File: src/pmx_defines.svh
// Constants for the PHY mode and crossover configuration block
`ifndef PMX_DEFINES_SVH
`define PMX_DEFINES_SVH
// ****************************************************************
// Register indices (word addresses)
// ****************************************************************
`define PMX_IDX_SPECIAL   5'h1B
`define PMX_IDX_MODE      5'h12
`define PMX_IDX_BASIC     5'h00
`define PMX_IDX_ADVERT    5'h04
`define PMX_IDX_RESET     5'h1F
// ****************************************************************
// Field positions
// ****************************************************************
`define PMX_BIT_SRC_SEL   15
`define PMX_BIT_AUTO_EN   14
`define PMX_BIT_MAN_ST    13
`define PMX_BIT_RSVD12    12
`define PMX_BIT_SQE_OFF   11
`define PMX_BIT_PLL_REF   10
`define PMX_MODE_LSB      5
`define PMX_BIT_PHY_RST   15
`define PMX_BIT_SOFT_RST  0
// ****************************************************************
// Reset values and write masks
// ****************************************************************
`define PMX_SPECIAL_RST   16'h0000
`define PMX_SPECIAL_WMASK 16'hEC00
`define PMX_MODE_RST      3'h7
`define PMX_BASIC_RST     16'h3100
`define PMX_ADVERT_RST    16'h01E1
`define PMX_BASIC_FMASK   16'h3500
`define PMX_ADVERT_FMASK  16'h01E0
`define PMX_BUS_WAIT      1
`endif

File: src/pmx_pkg.sv
// Types for the PHY mode and crossover configuration block
package pmx_pkg;
   typedef enum logic [2:0] {
      PMX_M10H   = 3'h0,
      PMX_M10F   = 3'h1,
      PMX_M100H  = 3'h2,
      PMX_M100F  = 3'h3,
      PMX_MAN100 = 3'h4,
      PMX_MREP   = 3'h5,
      PMX_MPDN   = 3'h6,
      PMX_MALL   = 3'h7
   } pmx_mode_t;
   typedef enum logic [2:0] {
      PMX_XO_NONE  = 3'h1,
      PMX_XO_CROSS = 3'h2,
      PMX_XO_AUTO  = 3'h4
   } pmx_xover_t;
   typedef enum logic [1:0] {
      PMX_BS_IDLE = 2'h1,
      PMX_BS_ACK  = 2'h2
   } pmx_bus_t;
endpackage

File: src/pmx_config.sv
// Per-port PHY mode and crossover configuration register bank
`timescale 1ns/1ns
`default_nettype none
`include "pmx_defines.svh"
module pmx_config
   import pmx_pkg::*;
(
   input  wire logic        clock,
   input  wire logic        rst,
   input  wire logic [4:0]  avs_address,
   input  wire logic        avs_read,
   input  wire logic        avs_write,
   input  wire logic [31:0] avs_writedata,
   output logic [31:0]      avs_readdata,
   output logic             avs_waitrequest,
   input  wire logic        manual_mdix_strap,
   input  wire logic        auto_mdix_strap,
   output logic             crossover_active,
   output logic             crossover_auto,
   output logic             heartbeat_test_disable,
   output logic             rx_pll_ref_lock,
   output logic             power_down,
   output logic             repeater_mode,
   output logic             crs_on_transmit,
   output logic [15:0]      basic_control,
   output logic [15:0]      autoneg_advert
);
   // ****************************************************************
   // Register state
   // ****************************************************************
   logic [15:0] phy_special_control_reg;
   logic [2:0]  mode_reg;
   logic [15:0] basic_reg;
   logic [15:0] advert_reg;
   logic        soft_reset_reg;
   pmx_bus_t    bus_reg;
   logic [2:0]  strap_man_sync_reg;
   logic [2:0]  strap_auto_sync_reg;
   logic        strap_man_reg;
   logic        strap_auto_reg;
   logic        force_en;
   logic        advert_en;
   logic [15:0] basic_val;
   logic [15:0] advert_val;
   logic        crs_tx_too;
   logic        repeater;
   logic        pdn;
   logic        wr_go;
   logic        rd_go;
   logic [15:0] wdata;
   logic [15:0] basic_fmask;
   logic [15:0] basic_eff;
   logic [15:0] advert_eff;
   logic [15:0] rd_mux;
   pmx_xover_t  xover;

   pmx_mode_decode u_decode (
      .mode       (mode_reg),
      .force_en   (force_en),
      .advert_en  (advert_en),
      .basic_val  (basic_val),
      .advert_val (advert_val),
      .crs_tx_too (crs_tx_too),
      .repeater   (repeater),
      .power_down (pdn)
   );

   // ****************************************************************
   // Avalon-MM slave: one wait cycle, then ack
   // ****************************************************************
   assign wdata = avs_writedata[15:0];
   assign wr_go = avs_write && (bus_reg == PMX_BS_ACK);
   assign rd_go = avs_read && (bus_reg == PMX_BS_ACK);
   assign avs_waitrequest = (avs_read || avs_write) && (bus_reg != PMX_BS_ACK);

   always_ff @(posedge clock or posedge rst) begin
      if (rst) begin
         bus_reg <= PMX_BS_IDLE;
      end else begin
         unique case (bus_reg)
            PMX_BS_IDLE: begin
               if (avs_read || avs_write) begin
                  bus_reg <= PMX_BS_ACK;
               end
            end
            PMX_BS_ACK: begin
               bus_reg <= PMX_BS_IDLE;
            end
            default: begin
               bus_reg <= PMX_BS_IDLE;
            end
         endcase
      end
   end

   // ****************************************************************
   // Strap synchronisers
   // ****************************************************************
   // Change accepted only when stages two and three agree
   always_ff @(posedge clock or posedge rst) begin
      if (rst) begin
         strap_man_sync_reg  <= 3'h0;
         strap_auto_sync_reg <= 3'h0;
         strap_man_reg       <= 1'b0;
         strap_auto_reg      <= 1'b0;
      end else begin
         strap_man_sync_reg  <= {strap_man_sync_reg[1:0], manual_mdix_strap};
         strap_auto_sync_reg <= {strap_auto_sync_reg[1:0], auto_mdix_strap};
         if (strap_man_sync_reg[1] == strap_man_sync_reg[2]) begin
            strap_man_reg <= strap_man_sync_reg[2];
         end
         if (strap_auto_sync_reg[1] == strap_auto_sync_reg[2]) begin
            strap_auto_reg <= strap_auto_sync_reg[2];
         end
      end
   end

   // ****************************************************************
   // Special control register
   // ****************************************************************
   // Soft reset takes the cleared bits back; source select survives it
   always_ff @(posedge clock or posedge rst) begin
      if (rst) begin
         phy_special_control_reg <= `PMX_SPECIAL_RST;
      end else if (soft_reset_reg) begin
         phy_special_control_reg[`PMX_BIT_AUTO_EN] <= 1'b0;
         phy_special_control_reg[`PMX_BIT_MAN_ST]  <= 1'b0;
         phy_special_control_reg[`PMX_BIT_SQE_OFF] <= 1'b0;
         phy_special_control_reg[`PMX_BIT_PLL_REF] <= 1'b0;
      end else if (wr_go && avs_address == `PMX_IDX_SPECIAL) begin
         // Bit 12 and status bits are masked off
         phy_special_control_reg <= wdata & `PMX_SPECIAL_WMASK;
      end
   end

   // ****************************************************************
   // Mode field and soft reset
   // ****************************************************************
   always_ff @(posedge clock or posedge rst) begin
      if (rst) begin
         mode_reg <= `PMX_MODE_RST;
      end else if (wr_go && avs_address == `PMX_IDX_MODE) begin
         mode_reg <= wdata[`PMX_MODE_LSB +: 3];
      end
   end

   always_ff @(posedge clock or posedge rst) begin
      if (rst) begin
         soft_reset_reg <= 1'b0;
      end else begin
         soft_reset_reg <= wr_go && avs_address == `PMX_IDX_RESET &&
                           wdata[`PMX_BIT_SOFT_RST];
      end
   end

   // ****************************************************************
   // Basic control and advertisement
   // ****************************************************************
   // Mode 111 leaves bits 13 and 8 to software
   assign basic_fmask = (mode_reg == PMX_MALL) ? 16'h1400 :
                        `PMX_BASIC_FMASK;
   assign basic_eff  = force_en ?
      ((basic_reg & ~basic_fmask) | (basic_val & basic_fmask)) :
      basic_reg;
   assign advert_eff = advert_en ?
      ((advert_reg & ~`PMX_ADVERT_FMASK) |
       (advert_val & `PMX_ADVERT_FMASK)) :
      advert_reg;

   always_ff @(posedge clock or posedge rst) begin
      if (rst) begin
         basic_reg <= `PMX_BASIC_RST;
      end else if (wr_go && avs_address == `PMX_IDX_BASIC) begin
         basic_reg <= wdata;
      end
   end

   always_ff @(posedge clock or posedge rst) begin
      if (rst) begin
         advert_reg <= `PMX_ADVERT_RST;
      end else if (wr_go && avs_address == `PMX_IDX_ADVERT) begin
         advert_reg <= wdata;
      end
   end

   // ****************************************************************
   // Crossover selection
   // ****************************************************************
   always_comb begin
      xover = PMX_XO_NONE;
      if (phy_special_control_reg[`PMX_BIT_SRC_SEL]) begin
         // Pair 11 is not to be written; treated as auto
         if (phy_special_control_reg[`PMX_BIT_AUTO_EN]) begin
            xover = PMX_XO_AUTO;
         end else if (phy_special_control_reg[`PMX_BIT_MAN_ST]) begin
            xover = PMX_XO_CROSS;
         end
      end else if (strap_auto_reg) begin
         xover = PMX_XO_AUTO;
      end else if (strap_man_reg) begin
         xover = PMX_XO_CROSS;
      end
   end

   // ****************************************************************
   // Outputs
   // ****************************************************************
   always_ff @(posedge clock or posedge rst) begin
      if (rst) begin
         crossover_active       <= 1'b0;
         crossover_auto         <= 1'b0;
         heartbeat_test_disable <= 1'b0;
         rx_pll_ref_lock        <= 1'b0;
         power_down             <= 1'b0;
         repeater_mode          <= 1'b0;
         crs_on_transmit        <= 1'b0;
         basic_control          <= `PMX_BASIC_RST;
         autoneg_advert         <= `PMX_ADVERT_RST;
      end else begin
         crossover_active       <= (xover == PMX_XO_CROSS);
         crossover_auto         <= (xover == PMX_XO_AUTO);
         heartbeat_test_disable <=
            phy_special_control_reg[`PMX_BIT_SQE_OFF];
         rx_pll_ref_lock        <=
            phy_special_control_reg[`PMX_BIT_PLL_REF];
         power_down             <= pdn;
         repeater_mode          <= repeater;
         crs_on_transmit        <= crs_tx_too;
         basic_control          <= basic_eff;
         autoneg_advert         <= advert_eff;
      end
   end

   // ****************************************************************
   // Read data
   // ****************************************************************
   always_comb begin
      rd_mux = 16'h0000;
      unique case (avs_address)
         `PMX_IDX_SPECIAL: rd_mux = phy_special_control_reg;
         `PMX_IDX_MODE:    rd_mux = {8'h00, mode_reg, 5'h00};
         `PMX_IDX_BASIC:   rd_mux = basic_eff;
         `PMX_IDX_ADVERT:  rd_mux = advert_eff;
         default:          rd_mux = 16'h0000;
      endcase
   end

   always_ff @(posedge clock or posedge rst) begin
      if (rst) begin
         avs_readdata <= 32'h0000_0000;
      end else if (avs_read && bus_reg == PMX_BS_IDLE) begin
         avs_readdata <= {16'h0000, rd_mux};
      end
   end

   // ****************************************************************
   // Checks
   // ****************************************************************
   a_mode3_basic: assert property (@(posedge clock) disable iff (rst)
      mode_reg == PMX_M100F |=> basic_control[13] && basic_control[8] &&
      !basic_control[12] && !basic_control[10])
      else $error("mode 011 basic bits wrong");
   a_mode4_adv: assert property (@(posedge clock) disable iff (rst)
      mode_reg == PMX_MAN100 |=> autoneg_advert[8:5] == 4'h4 &&
      basic_control[13:12] == 2'h3 && crs_on_transmit)
      else $error("mode 100 settings wrong");
   a_mode5_rep: assert property (@(posedge clock) disable iff (rst)
      mode_reg == PMX_MREP |=> repeater_mode && !crs_on_transmit &&
      autoneg_advert[8:5] == 4'h4)
      else $error("mode 101 settings wrong");
   a_mode6_pdn: assert property (@(posedge clock) disable iff (rst)
      mode_reg == PMX_MPDN |=> power_down &&
      basic_control == $past(basic_reg))
      else $error("mode 110 touched control bits");
   a_mode7_all: assert property (@(posedge clock) disable iff (rst)
      mode_reg == PMX_MALL |=> autoneg_advert[8:5] == 4'hF &&
      basic_control[12] && !basic_control[10])
      else $error("mode 111 settings wrong");
   a_strap_path: assert property (@(posedge clock) disable iff (rst)
      !phy_special_control_reg[`PMX_BIT_SRC_SEL] &&
      strap_auto_reg |=> crossover_auto)
      else $error("strap crossover not followed");
   a_reg_manual: assert property (@(posedge clock) disable iff (rst)
      phy_special_control_reg[15:13] == 3'h5 |=>
      crossover_active && !crossover_auto)
      else $error("manual crossover decode wrong");
   a_soft_clear: assert property (@(posedge clock) disable iff (rst)
      soft_reset_reg |=> phy_special_control_reg[14:13] == 2'h0 &&
      phy_special_control_reg[11:10] == 2'h0)
      else $error("soft reset did not clear bits");
   a_rsvd_zero: assert property (@(posedge clock) disable iff (rst)
      !phy_special_control_reg[`PMX_BIT_RSVD12])
      else $error("reserved bit 12 set");
   a_sqe_follow: assert property (@(posedge clock) disable iff (rst)
      ##1 heartbeat_test_disable ==
      $past(phy_special_control_reg[`PMX_BIT_SQE_OFF]))
      else $error("heartbeat disable mismatch");
   c_write_special: cover property (@(posedge clock)
      wr_go && avs_address == `PMX_IDX_SPECIAL);
   c_soft_reset: cover property (@(posedge clock) soft_reset_reg);
   c_mode_change: cover property (@(posedge clock)
      mode_reg != $past(mode_reg));
   c_read_ack: cover property (@(posedge clock) rd_go);
endmodule // pmx_config
`default_nettype wire

File: src/pmx_mode_decode.sv
// Decoder from operating-mode field to forced control/advert bits
`timescale 1ns/1ns
`default_nettype none
`include "pmx_defines.svh"
module pmx_mode_decode
   import pmx_pkg::*;
(
   input  wire logic [2:0]  mode,
   output logic             force_en,
   output logic             advert_en,
   output logic [15:0]      basic_val,
   output logic [15:0]      advert_val,
   output logic             crs_tx_too,
   output logic             repeater,
   output logic             power_down
);
   always_comb begin
      force_en   = 1'b1;
      advert_en  = 1'b0;
      basic_val  = 16'h0000;
      advert_val = 16'h0000;
      crs_tx_too = 1'b0;
      repeater   = 1'b0;
      power_down = 1'b0;
      unique case (pmx_mode_t'(mode))
         PMX_M10H: begin
            crs_tx_too = 1'b1;
         end
         PMX_M10F: begin
            basic_val = 16'h0100;
         end
         PMX_M100H: begin
            basic_val  = 16'h2000;
            crs_tx_too = 1'b1;
         end
         PMX_M100F: begin
            basic_val = 16'h2100;
         end
         PMX_MAN100: begin
            basic_val  = 16'h3000;
            advert_en  = 1'b1;
            advert_val = 16'h0080;
            crs_tx_too = 1'b1;
         end
         PMX_MREP: begin
            basic_val  = 16'h3000;
            advert_en  = 1'b1;
            advert_val = 16'h0080;
            repeater   = 1'b1;
         end
         PMX_MPDN: begin
            force_en   = 1'b0;
            power_down = 1'b1;
         end
         PMX_MALL: begin
            // Only bits 12 and 10 are forced; 13 and 8 stay free
            force_en   = 1'b1;
            basic_val  = 16'h1000;
            advert_en  = 1'b1;
            advert_val = 16'h01E0;
            crs_tx_too = 1'b1;
         end
      endcase
   end
endmodule // pmx_mode_decode
`default_nettype wire

File: config.mk
export PLATFORM = sky130hd
export DESIGN_NAME = pmx_config
export DESIGN_NICKNAME = d
export VERILOG_FILES = /design/src/pmx_pkg.sv /design/src/pmx_config.sv /design/src/pmx_mode_decode.sv
export VERILOG_INCLUDE_DIRS = /design/src
export SDC_FILE = /design/constraint.sdc
export NUM_CORES = 1
export LEC_CHECK = 0
export BUFFER_PORTS_ARGS = -buffer_cell sky130_fd_sc_hd__buf_2
export CORE_MARGIN = 1.5
export CORE_UTILIZATION = 51
export DETAILED_ROUTE_END_ITERATION = 10
export GPL_ROUTABILITY_DRIVEN = 1
export GPL_TIMING_DRIVEN = 0
export PLACE_DENSITY = 0.77
export SLEW_MARGIN = 15
export SYNTH_ARGS = -nofsm -noshare
export SYNTH_HDL_FRONTEND = slang
export SYNTH_SLANG_ARGS = --single-unit
File: constraint.sdc
create_clock -name clock -period 4.2 [get_ports clock]
set_clock_uncertainty 0.05 [all_clocks]
set_input_delay 0.84 -clock clock [delete_from_list [all_inputs] [get_ports clock]]
set_output_delay 0.84 -clock clock [all_outputs]
set_load 0.01 [all_outputs]
### After elaboration in Yosys (flattened, before gate mapping)

Cells that the tools add are included.

* bits in registers: 106
* input bits: 43
* output and inout bits: 72
* word-level logic and storage cells: 83

* eq/ne operators: 19
* mux-type cells: 20
* bitwise operators: 6
* reduce and logical (&&, ||, !) cells: 17

Operators with widths (number)
* $pmux 14 s5: 1
* $pmux 16 s4: 1
* $mux 16: 2
* $pmux 9 s2: 1
* $and 16x14->16: 1
* $and 16x16->16: 1
* $not 14->16: 1
* $or 16x16->16: 1
* $or 16x9->16: 1
* $eq 3x3->1 const B: 5
* $eq 5x5->1 const B: 3
* $mux 15: 1
* $mux 14: 1
* $mux 2: 6
* $eq 3x2->1 const B: 3
* $logic_and 1x1->1: 9
* $mux 3: 3
* $eq 5x3->1 const B: 1
* $logic_not 5->1: 1
* $mux 1: 4
* $ne 2x2->1 const B: 2
* $reduce_or 4->1: 1
* $eq 3x1->1 const B: 1
* $logic_not 3->1: 1
* other kinds (9): 10

### Longest topological paths before layout

Gate-level depths: netlist of the first run.

* depth after elaboration: 7
* gate-level depth with buffers: 7
* depth with buffers taken out: 6

### Cells and area by module

From an unflattened synthesis of the first run, not the netlist that was laid out.

* cell total of the unflattened synthesis: 320
* area total of the unflattened synthesis: 4376.7 µm²

By module, submodules not included
* pmx_config: times used 1, cells an instance 278, area an instance 4091.4 µm², seq. area each 2677.6 µm²
* pmx_mode_decode: times used 1, cells an instance 42, area an instance 285.3 µm², seq. area each 0.0 µm²

### Least setup slack after synthesis of the first run

OpenSTA, ideal clock, no wires.

* path kind: input to register
* start point: input avs_address[4]
* end point: register advert_reg[1]
* library setup time: 0.125 ns
* data arrival time: 2.193 ns
* required time: 4.025 ns
* setup slack: 1.832 ns
* stages: 5
* path buffers: 2
* cells stage by stage: or4_1 -> buf_2 -> nor2_4 -> buf_4 -> mux2_2

* cells in the longest elaborated chain, start to end: 2

Ends and longest elaborated chain
* start: declaration: line pmx_config.sv:10 `input wire logic [4:0] avs_address,`
* $eq 5x3->1
* $logic_and 1x1->1 (no source line)
* end signal: assignment: line pmx_config.sv:180 `` advert_reg <= `PMX_ADVERT_RST; ``
* end signal: assignment: line pmx_config.sv:182 `advert_reg <= wdata;`
* end: declaration: line pmx_config.sv:34 `logic [15:0] advert_reg;`

Every way passes these cells.
A chain may end at the register's enable or synchronous reset.

### Worst setup path in the final report of the first run

* start point: input avs_address[4]
* end point: register advert_reg[2]

The elaborated chain is that of the path after synthesis.

==> impl_metrics.csv, run 1 <==
group,metric,value,unit
floorplan,fp.coreArea,7730,um^2
floorplan,die_y,92.6,um
grt,grt_pass1_wl,12800,um
timing,slew_viol_final,0,
worst_setup_path,cp_max_fo,10,
cts,cts_buffer_depth,2,
power_and_ir_drop,p_leak,2.55,nW
floorplan,die_area,8570,um^2
cts,postCtsSetupBuffers,0,
route,drc,0,
flow_run,drv_cap,0,
power_and_ir_drop,pwr-share-seq,58.2,%
timing,slew_headroom,50.5,%
logic_synthesis,syn_area_per_cell,14.1,um^2
route,dr.pass1.iters,4,
cts,htreeDepth,3,
floorplan,num_rows,32,
cts,clockRootBuffer,"clkbuf_8",
placed_design,globalplace.congestion,0.799,
placed_design,hpwlAfterDp,5640,um
hold_path,min-delay-path-class,"reg -> reg",
logic_synthesis,synth_seq_area_share,65.4,%
route,drtIter0Drc,157,
cts,clock_latency,0.37,ns
logic_synthesis,synth_edf_count,0,
power_and_ir_drop,ir_drop,0.266,mV
floorplan,ioPinCount,115,
worst_setup_path,reg2reg_setup_slack,2.07,ns
worst_setup_path,cpMostUsedCell,"buf_2",
hold_path,hold_end,"strap_man_sync_reg[1]",
logic_synthesis,async_flop_share,100,%
hold_path,holdPathStages,0,
grt,grt_max_degree,64,
logic_synthesis,syn_area,4090,um^2
hold_path,hp-start,"strap_man_sync_reg[0]",
worst_setup_path,path_delay_family,"simple AND/OR/NAND/NOR gates",
cells_and_area,final_area,4890,um^2
cts,cts_made_buffers,9,
cts,post_cts_resized,0,
logic_synthesis,synth_compound_area_share,5.32,%
power_and_ir_drop,clkPwrFrac,27.2,%
logic_synthesis,yosys.cell_count.top_type,"dfrtp_1",
floorplan,start_util,52.9,%
status,status,"completed",
grt,grt.overflow.total,0,
logic_synthesis,synth_top_family_by_area,"multiplexers",
worst_setup_path,critPathMaxStageDelay,0.54,ns
timing,fin_crit_sh,55.9,%
cts,tritoncts,"done",
worst_setup_path,path_cells,"buf_2 > or4_1 > buf_2 > nor2_4 > buf_4 > mux2_2",
power_and_ir_drop,power_switching,0.564,mW
power_and_ir_drop,power_switching_share,27.3,%
cells_and_area,num-nets-final,445,
logic_synthesis,yosysTopAreaCell,"dfrtp_1",
cells_and_area,postLayoutCoreUtil,63.3,%
cts,clock_sinks,106,
worst_setup_path,cp.arrival,2.56,ns
grt,grt_pass1_vias,2418,
timing,setup_viol,0,
logic_synthesis,synth_common_cells,"dfrtp_1, mux2_2, dfstp_2, mux2i_1",
logic_synthesis,yosys.area_share.simple,7.34,%
worst_setup_path,timing.rr.end,"avs_readdata[13]",
route,ant_nets,0,
worst_setup_path,slowest_stage,"or4_1",
timing,rsz0062_at_grt,"false",
power_and_ir_drop,internal_power,1.50,mW
logic_synthesis,yosysUniqueCellTypes,41,
worst_setup_path,crit_type,"in -> reg",
grt,grt_usage,20.2,%
grt,antenna_found_initial,0,
route,wire_per_inst,15.7,um
logic_synthesis,synthTopCellsByArea,"dfrtp_1, dfstp_2, mux2_2",
logic_synthesis,ys_seq_elements,106,
placed_design,placed_cell_area,4720,um^2
logic_synthesis,synth_warnings,0,
power_and_ir_drop,pwr-share-comb,14.6,%
logic_synthesis,synth-xor-area-share,0.214,%
logic_synthesis,netlist.area_leader.share,52.6,%
power_and_ir_drop,p_per_area,421,nW/um^2
floorplan,die_w,92.6,um
placed_design,port_buffers,82,
cells_and_area,area_delta_synth_final,19.6,%
route,viasPerCell,4.94,
route,postRouteWirelength,7940,um
logic_synthesis,synthMuxAreaShare,15.0,%
logic_synthesis,yosys_most_used_dff,"dfrtp_1",
route,vias,2505,
worst_setup_path,cp-start-kind,"primary input",
cells_and_area,drive_above_1_share,45.2,%
cells_and_area,n_antenna_cell,0,
cts,cts.clk_slew.worst_paths,0.10,ns
logic_synthesis,synthCells,291,
worst_setup_path,r2r-start,"mode_reg[1]",
worst_setup_path,critPathBufInv,3,
worst_setup_path,required,4.41,ns
worst_setup_path,ff2ff_path_depth,7,
timing,max_freq,426,MHz
timing,finalHoldViolCount,0,
timing,layout_min_cycle_time,2.35,ns
cts,cts_hold_buf,0,
worst_setup_path,endpoint_kind,"flop",
logic_synthesis,synthAdderAreaFrac,1.10,%
timing,worst_slew_pin_slew,0.736,ns
[per-stage QoR]
stage               TNS (ns)  total power, mW  std cells  worst slack, ns  hold WS, ns
floorplan                  0             1.40        306            0.554        0.281
global placement      -37.10             1.51        490           -0.439        0.284
detailed placement         0             1.52        491             1.46        0.289
CTS                        0             2.08        507             1.86        0.309
global route               0             2.16        507             1.79        0.320
finish                     0             2.06        507             1.85        0.305
[per-layer routing]
metal  wire (um)  vias up  global-route usage, %  part of all wire, %
met3         516        5                   6.73                  6.5
met1        3430     1238                   27.3                   43
met5           0        -                      0                    0
li1            -     1189                      -                    -
met4          87        0                   5.90                  1.1
met2        3900       73                   31.3                   49
[power by group through the flow]
stage / Sequential [mW] / Combinational [mW] / Clock, mW
6_report: 1.20 / 0.302 / 0.560
5_1_grt: 1.21 / 0.333 / 0.615
4_1_cts: 1.20 / 0.305 / 0.573
3_5_place_dp: 1.22 / 0.303 / 0
3_3_place_gp: 1.21 / 0.293 / 0
2_1_floorplan: 1.23 / 0.172 / 0
[how the worst max path moves through the flow]
stage	endpoint	cells after the start	slack, ns	from
after floorplan	advert_reg[10]	1	0.55	rst
after global placement	advert_reg[4]	2	-0.44	rst
after detailed placement	advert_reg[4]	6	1.46	avs_address[4]
after CTS	advert_reg[4]	6	1.86	avs_address[4]
after global routing	advert_reg[2]	6	1.79	avs_address[4]
final	advert_reg[2]	6	1.85	avs_address[4]
[area by class of cell]
class | count | area (um^2)
clock inverters | 7 | 50.0
well taps | 102 | 128
multi-input cells | 164 | 1250
plain buffers | 29 | 196
clock buffers | 9 | 124
fillers | 624 | 2840
repair buffers | 83 | 438
flip-flops and latches | 106 | 2680
inverters | 7 | 31.3
[kinds of logic after synthesis]
kind of cell	count (synthesis)
muxes	54
xor gates and xnor gates	1
and+or+nand+nor	55
AOI/OAI and AO/OA	34
adders and majority gates	4
other	1
buffers and inverters	36
DFF	106
[layout by cell type, fill, tap and decap left out, drive strengths merged]
cell type,n
a21oi,9
a221o,5
a22oi,3
a311oi,1
a31oi,1
a32o,1
and2,1
and4bb,1
buf,105
clkbuf,16
clkinv,4
conb,16
dfrtp,86
dfstp,20
ha,2
inv,10
maj3,2
mux2,36
mux2i,18
nand2,11
nand2b,3
nand3,2
nand3b,1
nand4,1
nor2,18
nor2b,6
nor3,3
nor3b,4
nor4b,1
nor4bb,1
o21ai,12
o31ai,2
or2,1
or4,1
xor2,1
Note: power is estimated with default switching activity, not from simulation.
==> run 2: changes to the inputs <==
- CORE_UTILIZATION: 51 -> 47
- PLACE_DENSITY: 0.77 -> 0.75
- clock period: 4.2 -> 2.1 ns (I/O delays scaled with it)
==> run 2 against run 1 <==
Net effect:
- power increased by 110%
- global-route usage decreased by 1.2 points
- setup slack got worse by 1.8 ns
==> impl_metrics.csv, run 2 (synthesis results as in run 1) <==
group,metric,value,unit
route,ant_nets,0,
grt,met1_usage,24.9,%
timing,setup_viol,0,
placed_design,globalplace.congestion,0.863,
timing,fin_ws,0.0740,ns
route,viasPerCell,4.96,
timing,slew_headroom,57.0,%
grt,grt_max_degree,32,
placed_design,hpwlAfterDp,5790,um
floorplan,num_rows,33,
floorplan,die_w,96.3,um
power_and_ir_drop,ir_drop,0.367,mV
status,status,"completed",
power_and_ir_drop,internal_power,3.18,mW
cts,cts_made_buffers,9,
cts,clock_latency,0.35,ns
cells_and_area,area_delta_synth_final,21.6,%
floorplan,ioPinCount,115,
grt,grt.overflow.total,0,
floorplan,start_util,49.1,%
cells_and_area,num-nets-final,447,
floorplan,die_y,96.3,um
route,postRouteWirelength,8060,um
worst_setup_path,reg2reg_setup_slack,0.07,ns
route,dr.pass1.iters,4,
grt,antenna_found_initial,0,
power_and_ir_drop,totalPowerFinal,4.29,mW
route,drtIter0Drc,109,
placed_design,pre_cts_ws,-0.232,ns
timing,worst_slew_pin_slew,0.640,ns
cells_and_area,n_antenna_cell,0,
cts,htreeDepth,3,
timing,max_freq,494,MHz
grt,grtUsageMet2,29.1,%
hold_path,min-delay-path-class,"in -> async",
route,drc,0,
timing,finalHoldViolCount,0,
cts,cts.clk_slew.worst_paths,0.09,ns
worst_setup_path,cp-start-kind,"flop",
power_and_ir_drop,p_leak,2.58,nW
worst_setup_path,cp_max_fo,10,
cts,clockRootBuffer,"clkbuf_8",
worst_setup_path,endpoint_kind,"flop",
route,wire_per_inst,15.8,um
cts,cts_buffer_depth,2,
floorplan,fp.coreArea,8340,um^2
grt,busiest_layer,"met2",
timing,holdWs,0.0535,ns
timing,rsz0062_at_grt,"false",
cts,tritoncts,"done",
power_and_ir_drop,pwr-share-seq,55.9,%
power_and_ir_drop,power_switching_share,25.8,%
placed_design,port_buffers,82,
power_and_ir_drop,clkPwrFrac,29.5,%
floorplan,die_area,9270,um^2
grt,use_met3,4.03,%
flow_run,drv_cap,0,
worst_setup_path,required,2.29,ns
route,vias,2542,
timing,layout_min_cycle_time,2.03,ns
cells_and_area,postLayoutCoreUtil,59.6,%
cells_and_area,drive_above_1_share,45.9,%
cells_and_area,final_cell_mix,"buf_2, dfrtp_1, mux2_2, dfstp_2, mux2i_1",
cts,clock_sinks,106,
worst_setup_path,crit_type,"reg -> reg",
power_and_ir_drop,power_switching,1.11,mW
grt,grt_usage,19.1,%
cells_and_area,fill_cells,708,
timing,fin_crit_sh,96.5,%
grt,grt_pass1_vias,2556,
power_and_ir_drop,pwr-share-comb,14.6,%
worst_setup_path,cp.arrival,2.22,ns
timing,slew_viol_final,0,
grt,grt_pass1_wl,12900,um
power_and_ir_drop,p_per_area,862,nW/um^2
run 2: changes by cell type in the layout (fill, tap and decap cells not counted), sizes merged:
cell      before  now
inv           10    6
buf          105  108
clkinv         4    1
clkinvlp       0    3
clkbuf        16   18
bufinv         0    1
run 2: cell type report:
class | count | area (um^2) | area share (%)
Timing Repair Buffer | 85 | 478 | 9.61
Multi-Input combinational cell | 164 | 1250 | 25.2
Tap cell | 105 | 131 | 2.64
Inverter | 7 | 30.0 | 0.604
Sequential cell | 106 | 2680 | 53.8
Buffer | 29 | 199 | 4.00
Clock buffer | 12 | 155 | 3.12
Clock inverter | 4 | 50.0 | 1.01
run 2: what timing repair did:
action,4_1_cts,5_1_grt
hold buffers,0,0
cloned,0,0
endpoints found under the setup margin,1,2
pin swaps,0,0
buffers inserted,0,0
resized for setup,1,4
run 2: path summary, 6_finish.rpt:
path / endpoint / depth (start not counted) / from
max in group asynchronous: autoneg_advert[8] / 4 / rst
min in group clock: strap_auto_sync_reg[0] / 1 / auto_mdix_strap
worst max register to register: avs_readdata[13] / 7 / mode_reg[1]
worst min-delay path: basic_reg[11] / 2 / rst
worst min register to register: strap_auto_sync_reg[1] / 0 / strap_auto_sync_reg[0]
worst max-delay path: avs_readdata[13] / 7 / mode_reg[1]
run 2: critical path, stage by stage (launching register included):
cell and delay [ns]:
dfstp_2 0.57, buf_2 0.22, inv_1 0.07, ha_1 0.30
a21oi_1 0.06, a311oi_2 0.30, nor3_1 0.08, a221o_1 0.27
run 2: power groups by stage:
stage	logic (mW)	registers, mW	clock network, mW
final	0.627	2.40	1.27
after global routing	0.692	2.43	1.37
after CTS	0.631	2.40	1.29
after detailed placement	0.626	2.44	0
after global placement	0.592	2.43	0
after floorplan	0.344	2.46	0
run 2: routing by layer:
layer,vias to the layer above,wire length [um]
met4,0,214
met1,1254,3520
met3,16,419
met2,80,3910
met5,-,0
li1,1192,-
run 2: through the flow:
| stage | TNS (ns) | instance area [um^2] | instances |
|---|---|---|---|
| floorplan | 0 | 4150 | 306 |
| global placement | -20.95 | 4690 | 493 |
| detailed placement | -4.10 | 4760 | 496 |
| CTS | 0 | 4970 | 512 |
| global route | 0 | 4970 | 512 |
| finish | 0 | 4970 | 512 |
